$ cat src/rtl/tap_pkg.sv
// Purpose: Shared types and constants for the memory test access port.
// Assumes: Test clock pin is sampled by the 50 MHz system clock.
// Notes: Instruction codes other than 000 and 001 and all id fields are parameters.
package tap_pkg;

	// ====================================================================
	// Controller states
	typedef enum logic [3:0] {
		TEST_RESET, RUN_IDLE, SEL_DR, CAP_DR, SHIFT_DR, EXIT1_DR, PAUSE_DR, EXIT2_DR,
		UPD_DR, SEL_IR, CAP_IR, SHIFT_IR, EXIT1_IR, PAUSE_IR, EXIT2_IR, UPD_IR
	} tap_state_t;

	typedef enum logic [1:0] {SEL_BSR, SEL_ID, SEL_BYP} dr_sel_t;

	// ====================================================================
	// Register sizes
	localparam int IR_W = 3;
	localparam int BSR_W = 107;
	localparam int ID_W = 32;

	// ====================================================================
	// Instruction codes
	localparam logic [2:0] INS_EXT_TEST = 3'h0;
	localparam logic [2:0] INS_ID_READ = 3'h1;
	localparam logic [2:0] INS_SAMPLE_Z = 3'h2;
	localparam logic [2:0] INS_SAMPLE = 3'h4;
	localparam logic [2:0] INS_BYPASS = 3'h7;
	localparam logic [1:0] IR_CAPTURE_PAT = 2'h1;
	localparam logic IR_CAPTURE_MSB = 1'h0;

	// ====================================================================
	// Identification word fields
	localparam logic [3:0] ID_REVISION = 4'h0;
	localparam logic [15:0] ID_DEVICE = 16'h0000;
	// Vendor value is arbitrary
	localparam logic [10:0] ID_VENDOR = 11'h2a5;
	localparam logic ID_PRESENT = 1'h1;
	localparam logic [ID_W-1:0] ID_WORD = {ID_REVISION, ID_DEVICE, ID_VENDOR, ID_PRESENT};

	// ====================================================================
	// Timing
	localparam logic [2:0] RESET_TMS_EDGES = 3'h5;
	localparam logic BYPASS_CAPTURE = 1'h0;

endpackage

$ cat src/rtl/tap_ctrl_if.sv
// Purpose: Carries controller step, mode bit and decoded state between modules.
// Assumes: One system clock domain.
// Notes: Flags are combinational from state.
`timescale 1ns/100ps
interface tap_ctrl_if;
	import tap_pkg::*;
	logic step;
	logic tms_bit;
	tap_state_t state;
	logic in_reset;
	logic capture_dr;
	logic shift_dr;
	logic update_dr;
	logic capture_ir;
	logic shift_ir;
	logic update_ir;

	modport fsm (
		input step, tms_bit,
		output state, in_reset, capture_dr, shift_dr, update_dr, capture_ir, shift_ir, update_ir
	);
	modport core (
		output step, tms_bit,
		input state, in_reset, capture_dr, shift_dr, update_dr, capture_ir, shift_ir, update_ir
	);
endinterface

$ cat src/rtl/tap_fsm.sv
// Purpose: Sixteen-state test controller, advanced once per test clock rise.
// Assumes: step is a one-cycle pulse on each sampled rising test clock edge.
// Notes: Synchronous active-low reset puts it in the reset state.
`timescale 1ns/100ps
module tap_fsm
	import tap_pkg::*;
(
	// Clock and reset
	input wire logic ref_clk_i,
	input wire logic rst_n_i,
	// Controller link
	tap_ctrl_if.fsm ctl
);

	tap_state_t state;
	tap_state_t next_state;
	logic [2:0] ones_cnt;

	// ====================================================================
	// Next state
	always_comb begin
		next_state = state;
		case (state)
			TEST_RESET: next_state = ctl.tms_bit ? TEST_RESET : RUN_IDLE;
			RUN_IDLE: next_state = ctl.tms_bit ? SEL_DR : RUN_IDLE;
			SEL_DR: next_state = ctl.tms_bit ? SEL_IR : CAP_DR;
			CAP_DR: next_state = ctl.tms_bit ? EXIT1_DR : SHIFT_DR;
			SHIFT_DR: next_state = ctl.tms_bit ? EXIT1_DR : SHIFT_DR;
			EXIT1_DR: next_state = ctl.tms_bit ? UPD_DR : PAUSE_DR;
			PAUSE_DR: next_state = ctl.tms_bit ? EXIT2_DR : PAUSE_DR;
			EXIT2_DR: next_state = ctl.tms_bit ? UPD_DR : SHIFT_DR;
			UPD_DR: next_state = ctl.tms_bit ? SEL_DR : RUN_IDLE;
			SEL_IR: next_state = ctl.tms_bit ? TEST_RESET : CAP_IR;
			CAP_IR: next_state = ctl.tms_bit ? EXIT1_IR : SHIFT_IR;
			SHIFT_IR: next_state = ctl.tms_bit ? EXIT1_IR : SHIFT_IR;
			EXIT1_IR: next_state = ctl.tms_bit ? UPD_IR : PAUSE_IR;
			PAUSE_IR: next_state = ctl.tms_bit ? EXIT2_IR : PAUSE_IR;
			EXIT2_IR: next_state = ctl.tms_bit ? UPD_IR : SHIFT_IR;
			UPD_IR: next_state = ctl.tms_bit ? SEL_DR : RUN_IDLE;
			default: next_state = TEST_RESET;
		endcase
	end

	// ====================================================================
	// State register
	always_ff @(posedge ref_clk_i) begin
		if (!rst_n_i) begin
			state <= TEST_RESET;
		end else if (ctl.step) begin
			state <= next_state;
		end
	end

	assign ctl.state = state;
	assign ctl.in_reset = (state == TEST_RESET);
	assign ctl.capture_dr = (state == CAP_DR);
	assign ctl.shift_dr = (state == SHIFT_DR);
	assign ctl.update_dr = (state == UPD_DR);
	assign ctl.capture_ir = (state == CAP_IR);
	assign ctl.shift_ir = (state == SHIFT_IR);
	assign ctl.update_ir = (state == UPD_IR);

	// ====================================================================
	// Checks
	always_ff @(posedge ref_clk_i) begin
		if (!rst_n_i) begin
			ones_cnt <= 3'h0;
		end else if (ctl.step) begin
			if (!ctl.tms_bit) begin
				ones_cnt <= 3'h0;
			end else if (ones_cnt != RESET_TMS_EDGES) begin
				ones_cnt <= ones_cnt + 3'h1;
			end
		end
	end
endmodule

$ cat src/rtl/sram_boundary_scan_tap.sv
// Contract
// - Sample on rising edge, drive out on falling.
// - Five high mode edges force reset.
// - Test reset leaves memory operation alone.
// - Power-up reset floats serial output.
// - Three-bit instruction register shifts when selected.
// - Reset state loads identification-read instruction.
// - Instruction capture loads 01 in LSBs.
// - Instruction selects one data register only.
// - Input enters MSB, output leaves LSB.
// - Serial output driven only while shifting.
// - Bypass bit single, cleared by bypass.
// - Pin scan chain is 107 bits.
// - Capture loads I/O ring, shift moves it.
// - Identification read captures fixed 32-bit word.
// - All-zeros instruction acts as sample.
// - External test keeps memory outputs driven.
// - Floating sample shifts chain, floats outputs.
// - Update with sample does nothing.
// - Never drives memory inputs nor preloads.
// - Bypass places one bit in path.
// - Pulled-up inputs, idle clock keeps idle.
// - Code 000 external test, 001 id read.
// - Id word: revision, device, vendor, one.
//
// Purpose: Boundary-scan test port of a burst memory, sampling the test pins.
// Assumes: Test clock period well above four system clocks.
// Notes: Test pins pass two flops; edges found on the synchronised clock.
`timescale 1ns/100ps
module sram_boundary_scan_tap
	import tap_pkg::*;
(
	// System clock and reset
	input wire logic ref_clk_i,
	input wire logic rst_n_i,
	// Test pins
	input wire logic tck_i,
	input wire logic tms_i,
	input wire logic tdi_i,
	output logic tdo_o,
	output logic tdo_oe_o,
	// Memory pin ring
	input wire logic [BSR_W-1:0] io_ring_i,
	output logic sram_out_hiz_o
);

	// ====================================================================
	// Pin synchronisers
	logic tck_m, tck_s, tck_d;
	logic tms_m, tms_s;
	logic tdi_m, tdi_s;
	logic [BSR_W-1:0] ring_m, ring_s;
	logic tck_rise, tck_fall;

	// an unclocked test clock produces no edges, so nothing moves
	always_ff @(posedge ref_clk_i) begin
		if (!rst_n_i) begin
			tck_m <= 1'h0;
			tck_s <= 1'h0;
			tck_d <= 1'h0;
			tms_m <= 1'h1;
			tms_s <= 1'h1;
			tdi_m <= 1'h1;
			tdi_s <= 1'h1;
		end else begin
			tck_m <= tck_i;
			tck_s <= tck_m;
			tck_d <= tck_s;
			tms_m <= tms_i;
			tms_s <= tms_m;
			tdi_m <= tdi_i;
			tdi_s <= tdi_m;
		end
	end

	// Ring copy is used only at chain capture, so no reset is needed on it
	always_ff @(posedge ref_clk_i) begin
		ring_m <= io_ring_i;
		ring_s <= ring_m;
	end

	assign tck_rise = tck_s && !tck_d;
	assign tck_fall = !tck_s && tck_d;

	// ====================================================================
	// Controller
	tap_ctrl_if ctl ();

	assign ctl.step = tck_rise;
	assign ctl.tms_bit = tms_s;

	tap_fsm u_fsm (
		.ref_clk_i(ref_clk_i),
		.rst_n_i(rst_n_i),
		.ctl(ctl)
	);

	// ====================================================================
	// Instruction register
	logic [IR_W-1:0] ir_shift;
	logic [IR_W-1:0] tap_instruction_reg;

	always_ff @(posedge ref_clk_i) begin
		if (!rst_n_i) begin
			ir_shift <= INS_ID_READ;
		end else if (ctl.in_reset) begin
			ir_shift <= INS_ID_READ;
		end else if (tck_rise && ctl.capture_ir) begin
			ir_shift <= {IR_CAPTURE_MSB, IR_CAPTURE_PAT};
		end else if (tck_rise && ctl.shift_ir) begin
			ir_shift <= {tdi_s, ir_shift[IR_W-1:1]};
		end
	end

	// Active code changes only at update or in test reset, so a half-shifted code never steers the chains
	always_ff @(posedge ref_clk_i) begin
		if (!rst_n_i) begin
			tap_instruction_reg <= INS_ID_READ;
		end else if (ctl.in_reset) begin
			tap_instruction_reg <= INS_ID_READ;
		end else if (tck_rise && ctl.update_ir) begin
			tap_instruction_reg <= ir_shift;
		end
	end

	// ====================================================================
	// Decode
	dr_sel_t dr_sel;

	always_comb begin
		case (tap_instruction_reg)
			INS_EXT_TEST: dr_sel = SEL_BSR;
			INS_SAMPLE: dr_sel = SEL_BSR;
			INS_SAMPLE_Z: dr_sel = SEL_BSR;
			INS_ID_READ: dr_sel = SEL_ID;
			// Reserved codes fall to bypass so the chain length stays defined
			default: dr_sel = SEL_BYP;
		endcase
	end

	// only floating sample floats the memory outputs, echo clocks too
	// the port reset restores the id read code, so memory drive is unaffected
	always_ff @(posedge ref_clk_i) begin
		if (!rst_n_i) begin
			sram_out_hiz_o <= 1'h0;
		end else begin
			sram_out_hiz_o <= (tap_instruction_reg == INS_SAMPLE_Z);
		end
	end

	// ====================================================================
	// Data registers
	// the chain only observes the ring; nothing here reaches memory inputs
	logic [BSR_W-1:0] pin_scan_chain_reg;
	logic [ID_W-1:0] identification_reg;
	logic bypass_bit_reg;

	always_ff @(posedge ref_clk_i) begin
		if (!rst_n_i) begin
			pin_scan_chain_reg <= '0;
		end else if (tck_rise && dr_sel == SEL_BSR) begin
			if (ctl.capture_dr) begin
				pin_scan_chain_reg <= ring_s;
			end else if (ctl.shift_dr) begin
				pin_scan_chain_reg <= {tdi_s, pin_scan_chain_reg[BSR_W-1:1]};
			end
			// update leaves the chain as it stands, no preload path
		end
	end

	always_ff @(posedge ref_clk_i) begin
		if (!rst_n_i) begin
			identification_reg <= ID_WORD;
		end else if (tck_rise && dr_sel == SEL_ID) begin
			if (ctl.capture_dr) begin
				identification_reg <= ID_WORD;
			end else if (ctl.shift_dr) begin
				identification_reg <= {tdi_s, identification_reg[ID_W-1:1]};
			end
		end
	end

	always_ff @(posedge ref_clk_i) begin
		if (!rst_n_i) begin
			bypass_bit_reg <= BYPASS_CAPTURE;
		end else if (tck_rise && dr_sel == SEL_BYP) begin
			if (ctl.capture_dr) begin
				bypass_bit_reg <= BYPASS_CAPTURE;
			end else if (ctl.shift_dr) begin
				bypass_bit_reg <= tdi_s;
			end
		end
	end

	// ====================================================================
	// Serial output, moved on falling edge only
	logic out_bit;

	always_comb begin
		if (ctl.shift_ir) begin
			out_bit = ir_shift[0];
		end else if (dr_sel == SEL_BSR) begin
			out_bit = pin_scan_chain_reg[0];
		end else if (dr_sel == SEL_ID) begin
			out_bit = identification_reg[0];
		end else begin
			out_bit = bypass_bit_reg;
		end
	end

	always_ff @(posedge ref_clk_i) begin
		if (!rst_n_i) begin
			tdo_o <= 1'h0;
			tdo_oe_o <= 1'h0;
		end else if (tck_fall) begin
			tdo_o <= out_bit;
			tdo_oe_o <= ctl.shift_ir || ctl.shift_dr;
		end
	end
endmodule

$ cat config.mk
export PLATFORM = sky130hd
export DESIGN_NAME = sram_boundary_scan_tap
export DESIGN_NICKNAME = d
export VERILOG_FILES = /design/src/rtl/tap_pkg.sv /design/src/rtl/tap_ctrl_if.sv /design/src/rtl/tap_fsm.sv /design/src/rtl/sram_boundary_scan_tap.sv
export SDC_FILE = /design/constraint.sdc
export NUM_CORES = 1
export LEC_CHECK = 0
export ABC_AREA = 1
export BUFFER_PORTS_ARGS = -buffer_cell sky130_fd_sc_hd__buf_2
export CORE_ASPECT_RATIO = 1.25
export CORE_MARGIN = 3
export CORE_UTILIZATION = 51
export DETAILED_ROUTE_END_ITERATION = 10
export MAX_ROUTING_LAYER = met4
export PLACE_DENSITY = 0.74
export SLEW_MARGIN = 40
export SYNTH_ARGS = -nofsm -noshare
export SYNTH_HDL_FRONTEND = slang
export SYNTH_SLANG_ARGS = --single-unit
$ cat constraint.sdc
create_clock -name ref_clk_i -period 1.4 [get_ports ref_clk_i]
set_input_delay 0.42 -clock ref_clk_i [delete_from_list [all_inputs] [get_ports ref_clk_i]]
set_output_delay 0.42 -clock ref_clk_i [all_outputs]
set_load 0.02 [all_outputs]
# == Yosys cells after proc, flatten, opt, wreduce, memory -nomap -nowiden ==
# Cells that the tools add are included.
# op_classes
mux,23
magnitude_cmp,0
addsub,0
div_mod_pow,0
reduce_logical,24
shift,0
n_eq_ne,20
n_mul,0
bitwise_logic,1
# ops
op,count
107-bit 2-to-1 mux,2
32-bit 2-to-1 mux,2
4-bit one-hot mux with 12 select lines,1
4-bit == test (second input constant),8
4-bit by 3-bit == test with 1-bit output (second input constant),4
4-bit 2-to-1 mux,4
3-bit OR reduction,3
4-bit by 2-bit == test with 1-bit output (second input constant),2
1-bit logical AND,8
1-bit 2-to-1 mux,8
2-bit 2-to-1 mux,3
3-bit 2-to-1 mux,2
2-bit AND reduction,3
2-bit OR reduction,3
4-bit by 1-bit == test with 1-bit output (second input constant),1
4-bit zero test,1
2-bit one-hot mux with 2 select lines,1
3-bit by 1-bit == test with 1-bit output (second input constant),1
3-bit by 2-bit == test with 1-bit output (second input constant),1
3-bit == test (second input constant),1
3-bit zero test,1
2-bit by 1-bit == test with 1-bit output (second input constant),1
2-bit == test (second input constant),1
1-bit zero test,2
other kinds (4),4
# totals
mem_bits_ro,0
latch_bits,0
wordCells,86
mem_count,0
mem_bits_rw,0
reg_bits,374
output_inout_bits,3

# == Logic depth before layout (Yosys ltp) ==
# logic_depth
word_depth,7
depth_mapped,11
depth_no_buf,10

# == By module ==
# A second synthesis with hierarchy kept.
# hier_totals
cells_unflattened,1223
hier_area_um2,11488.5
# modules_own_cells
module,area_per_inst_um2,instances,cells_per_inst,seq_area_each_um2
sram_boundary_scan_tap,11013.1,1,1138,7407.1
tap_fsm,475.5,1,85,80.1

# == Worst setup path after synthesis ==
# No wires, ideal clock.
# synth_path
path_type,register -> register
startpoint,"reg u_fsm.state[1], in the netlist u_fsm.ctl.state[1]"
endpoint,reg pin_scan_chain_reg[100]
t_required_ns,1.275
path_stages_with_launch,11
arrival_ns,1.378
path_slack_ns,-0.103
setup_time_ns,0.125
cell_sequence,dfxtp_1 > buf_2 > nand2_1 > inv_2 > nand2_2 > nand2_2 > nand3_1 > inv_2 > buf_2 > buf_2 > a31oi_1
# synth_between
elab_chain_len,3
word_cells_on_any_way,5
cone_classes,eq/ne (2); mux (1); reduce/logical (2)
# synth_lines
element,line_no,rtl
start: declaration,tap_fsm.sv:15,tap_state_t state;
start signal: assignment,tap_fsm.sv:50,state <= next_state;
4-bit by 2-bit == test with 1-bit output or 4-bit by 3-bit == test with 1-bit output (tied branches),"tap_fsm.sv:56, tap_fsm.sv:57",
2-bit nonzero test (no source line),-,
2-bit AND reduction (no source line),-,
end signal: assignment,sram_boundary_scan_tap.sv:163,pin_scan_chain_reg <= ring_s;
end signal: assignment,sram_boundary_scan_tap.sv:165,"pin_scan_chain_reg <= {tdi_s, pin_scan_chain_reg[BSR_W-1:1]};"
end: declaration,sram_boundary_scan_tap.sv:154,logic [BSR_W-1:0] pin_scan_chain_reg;
# Parallel ways exist; a longest one is shown, timed or not.
# A chain may end at the register's enable or synchronous reset.

# == Final worst setup path ==
# layout_path
startpoint,"reg u_fsm.state[1], in the netlist u_fsm.ctl.state[1]"
endpoint,reg pin_scan_chain_reg[64]
# The elaborated chain is that of the path after synthesis.

==> summary.md <==
| Metric | Value |
|---|---|
| Status | `finished with violations` |
| Failing checks | `setup timing` |
| Reg2reg end | `pin_scan_chain_reg[64]` |
| Maximum clock rate | `0.646 GHz` |
| Post-synth top flop | `dfxtp_1` |
| Chip Height | `170 um` |
| Initial Utilization | `52.3%` |
| # fillers | `1435` |
| Mapped Nets | `1222` |
| Yosys warns | `0` |
| Worst-path clk slew | `0.06 ns` |
| Largest net degree at the start of global routing | `66` |
| Hold Fails Final Rpt | `0` |
| Max-Slew Margin vs Limit | `76.8%` |
| Count of pins over their slew limit | `0` |
| Final min period | `1.55 ns` |
| 1st-pass router iterations | `5` |
| Hold Startpoint | `io_ring_i[5]` |
| Crit path capture type | `flip-flop` |
| Sequential share of the synthesized area | `68.0%` |
| Ports | `115` |
| Share of cells above drive strength 1 | `28.4%` |
| Synth unique cells | `26` |
| Cells after synthesis | `1110` |
| Min-Delay Path Depth | `1` |
| Worst Path Max Fanout | `5` |
| Placed Area | `0.0121 mm2` |
| Layout area overhead | `33.7%` |
| Clock sink total | `374` |
| Initial drt markers | `711` |
| RSZ-0062 raised after global routing | `yes` |
| R2R depth | `10` |
| Critical path class | `flip-flop to flip-flop` |
| Power Total | `20.8 mW` |
| Hold Path End | `ring_m[5]` |
| Leakage dissipation | `5.70 nW` |
| Die area | `0.0234 mm2` |
| CTS H-tree lvls | `2` |
| Maximum root-to-sink buffer count | `3` |
| Clock buffer count from CTS | `35` |
| Skew-Pair Late Insertion Delay | `0.50 ns` |
| Least-Margin Pin Slew | `0.348 ns` |
| Via count | `8466` |
| Synth Area per Inst | `9.92 um2` |
| Fin area | `0.0147 mm2` |
| Final antenna-violating net count | `0` |
| Post-synth EDFFs | `0` |
| Worst Skew | `0.0189 ns` |
| Final critical-path share of the clock period | `111%` |
| First-pass GRT wire length | `37100 um` |
| Setup violations, final | `134` |
| Nets@finish | `1400` |
| Ant. Diodes | `0` |
| Clk root buf | `clkbuf_16` |
| Initial antenna violation count | `0` |
| Fin Setup TNS | `-7.91 ns` |
| Top area cells in the synthesized netlist | `dfxtp_1, nand2_1, a31oi_1` |
| Vias in the first global route | `7813` |
| Count leader, synth | `dfxtp_1` |
| WP data required | `1.82 ns` |
| Smallest hold slack | `0.0134 ns` |
| Worst path arrival time | `1.97 ns` |
| Ys async rst share | `0%` |
| Gr ovfl total | `0` |
| Vias/cell | `5.34` |
| Crit Reg-Reg Startpoint | `u_fsm.ctl.state[1]` |
| Area leader, netlist | `dfxtp_1` |
| Placer Congestion | `0.867` |
| Max-Cap Viols | `0` |
| Worst setup SP type | `flip-flop` |
| Die X | `137 um` |
| Final WS setup | `-0.148 ns` |
| Mapped cell area | `0.0110 mm2` |
| DR WL/cell | `16.4 um` |
| Global Route Usage Sum | `19.9%` |
| Synth cell count leaders | `dfxtp_1, nand2_1, a31oi_1, o21ai_0, o21ai_1` |
| Total wire length | `26000 um` |
| Launch point of the worst path | `u_fsm.ctl.state[1]` |
| Port Buffer Count | `114` |
| Seq cells post-synth | `374` |
| P per Cell Area | `1410 mW/mm2` |
| CORE AREA | `0.0210 mm2` |
| Reg2reg setup slack | `-0.15 ns` |
| TritonCTS clock tree | `yes` |
| Drc violations | `0` |
| Dpl hpwl | `12100 um` |
| Worst Hold Class | `primary input to flip-flop` |
| Rows | `59` |
| Largest vdd supply drop | `1090 uV` |
| Yosys top cell area share | `68.0%` |
how the worst max path moves through the flow:
stage,endpoint,cells past startpoint
5_1_grt,pin_scan_chain_reg[74],9
2_1_floorplan,pin_scan_chain_reg[100],11
6_report,pin_scan_chain_reg[64],10
4_1_cts,identification_reg[1],9
3_5_place_dp,pin_scan_chain_reg[21],8
3_3_place_gp,identification_reg[21],9
cell type report:
class / instances / area [um2] / share of cell area, %
repair buffers: 210 / 2070 / 14.0
well taps: 274 / 343 / 2.33
clock buffers: 46 / 977 / 6.64
clock inverters: 14 / 155 / 1.05
multi-input cells: 633 / 3460 / 23.5
flip-flops and latches: 374 / 7510 / 51.0
inverters: 30 / 144 / 0.977
repair inverters: 4 / 68.8 / 0.467
timing repair:
action	4_1_cts	5_1_grt
resized for setup	71	171
gates cloned	13	16
endpoints found under the setup margin	153	153
hold buffers	9	4
setup buffers	10	10
pin swaps	3	14
hold endpoints to repair	9	4
through the flow:
stage / util (%) / worst slack [ns] / instances
after floorplan: - / -0.00340 / 1110
after global placement: 57.5 / -0.144 / 1468
after detailed placement: 57.5 / -0.207 / 1468
after CTS: 66.3 / -0.0840 / 1560
after global routing: 70.0 / -0.215 / 1585
final: 70.0 / -0.148 / 1585
cell usage in the layout (no fill, tap or decap), types with 19 or more instances in the layout:
cell type	instances
clkbuf_16	47
nand3b_1	25
buf_4	29
a21oi_1	34
o21ai_2	44
dfxtp_1	367
o21ai_1	70
buf_2	111
buf_12	19
a31oi_1	106
nand2_1	271
inv_1	19
worst max-delay path, stage by stage (launching register included):
cell       delay (ns)
dfxtp_4          0.36
nand2_2          0.08
inv_2            0.06
nand2_4          0.07
nand2_4          0.07
nand3_4          0.08
buf_12           0.18
clkinv_8         0.10
buf_12           0.15
clkbuf_16        0.15
a31oi_1          0.16
kinds of logic after synthesis:
| family | Yosys count | synth area share (%) |
|---|---|---|
| compound gates | 281 | 14.1 |
| buf+inv | 103 | 4.62 |
| simple gates | 352 | 13.3 |
| flops | 374 | 68.0 |
power breakdown:
part / internal [mW] / leakage, nW / total, mW / switching, mW
Sequential: 11.0 / 3.10 / 11.1 / 0.101
Combinational: 0.202 / 2.04 / 0.388 / 0.186
Clock: 5.48 / 0.563 / 9.32 / 3.84
routing by layer:
layer / vias to the layer above / GRT usage, % / wire length, um
met5: - / - / 0
met4: 0 / 5.95 / 765
met1: 4030 / 24.8 / 10700
li1: 4086 / - / -
met3: 70 / 3.46 / 1180
met2: 280 / 33.0 / 13400
No activity file was read; power rests on OpenSTA's default activity.
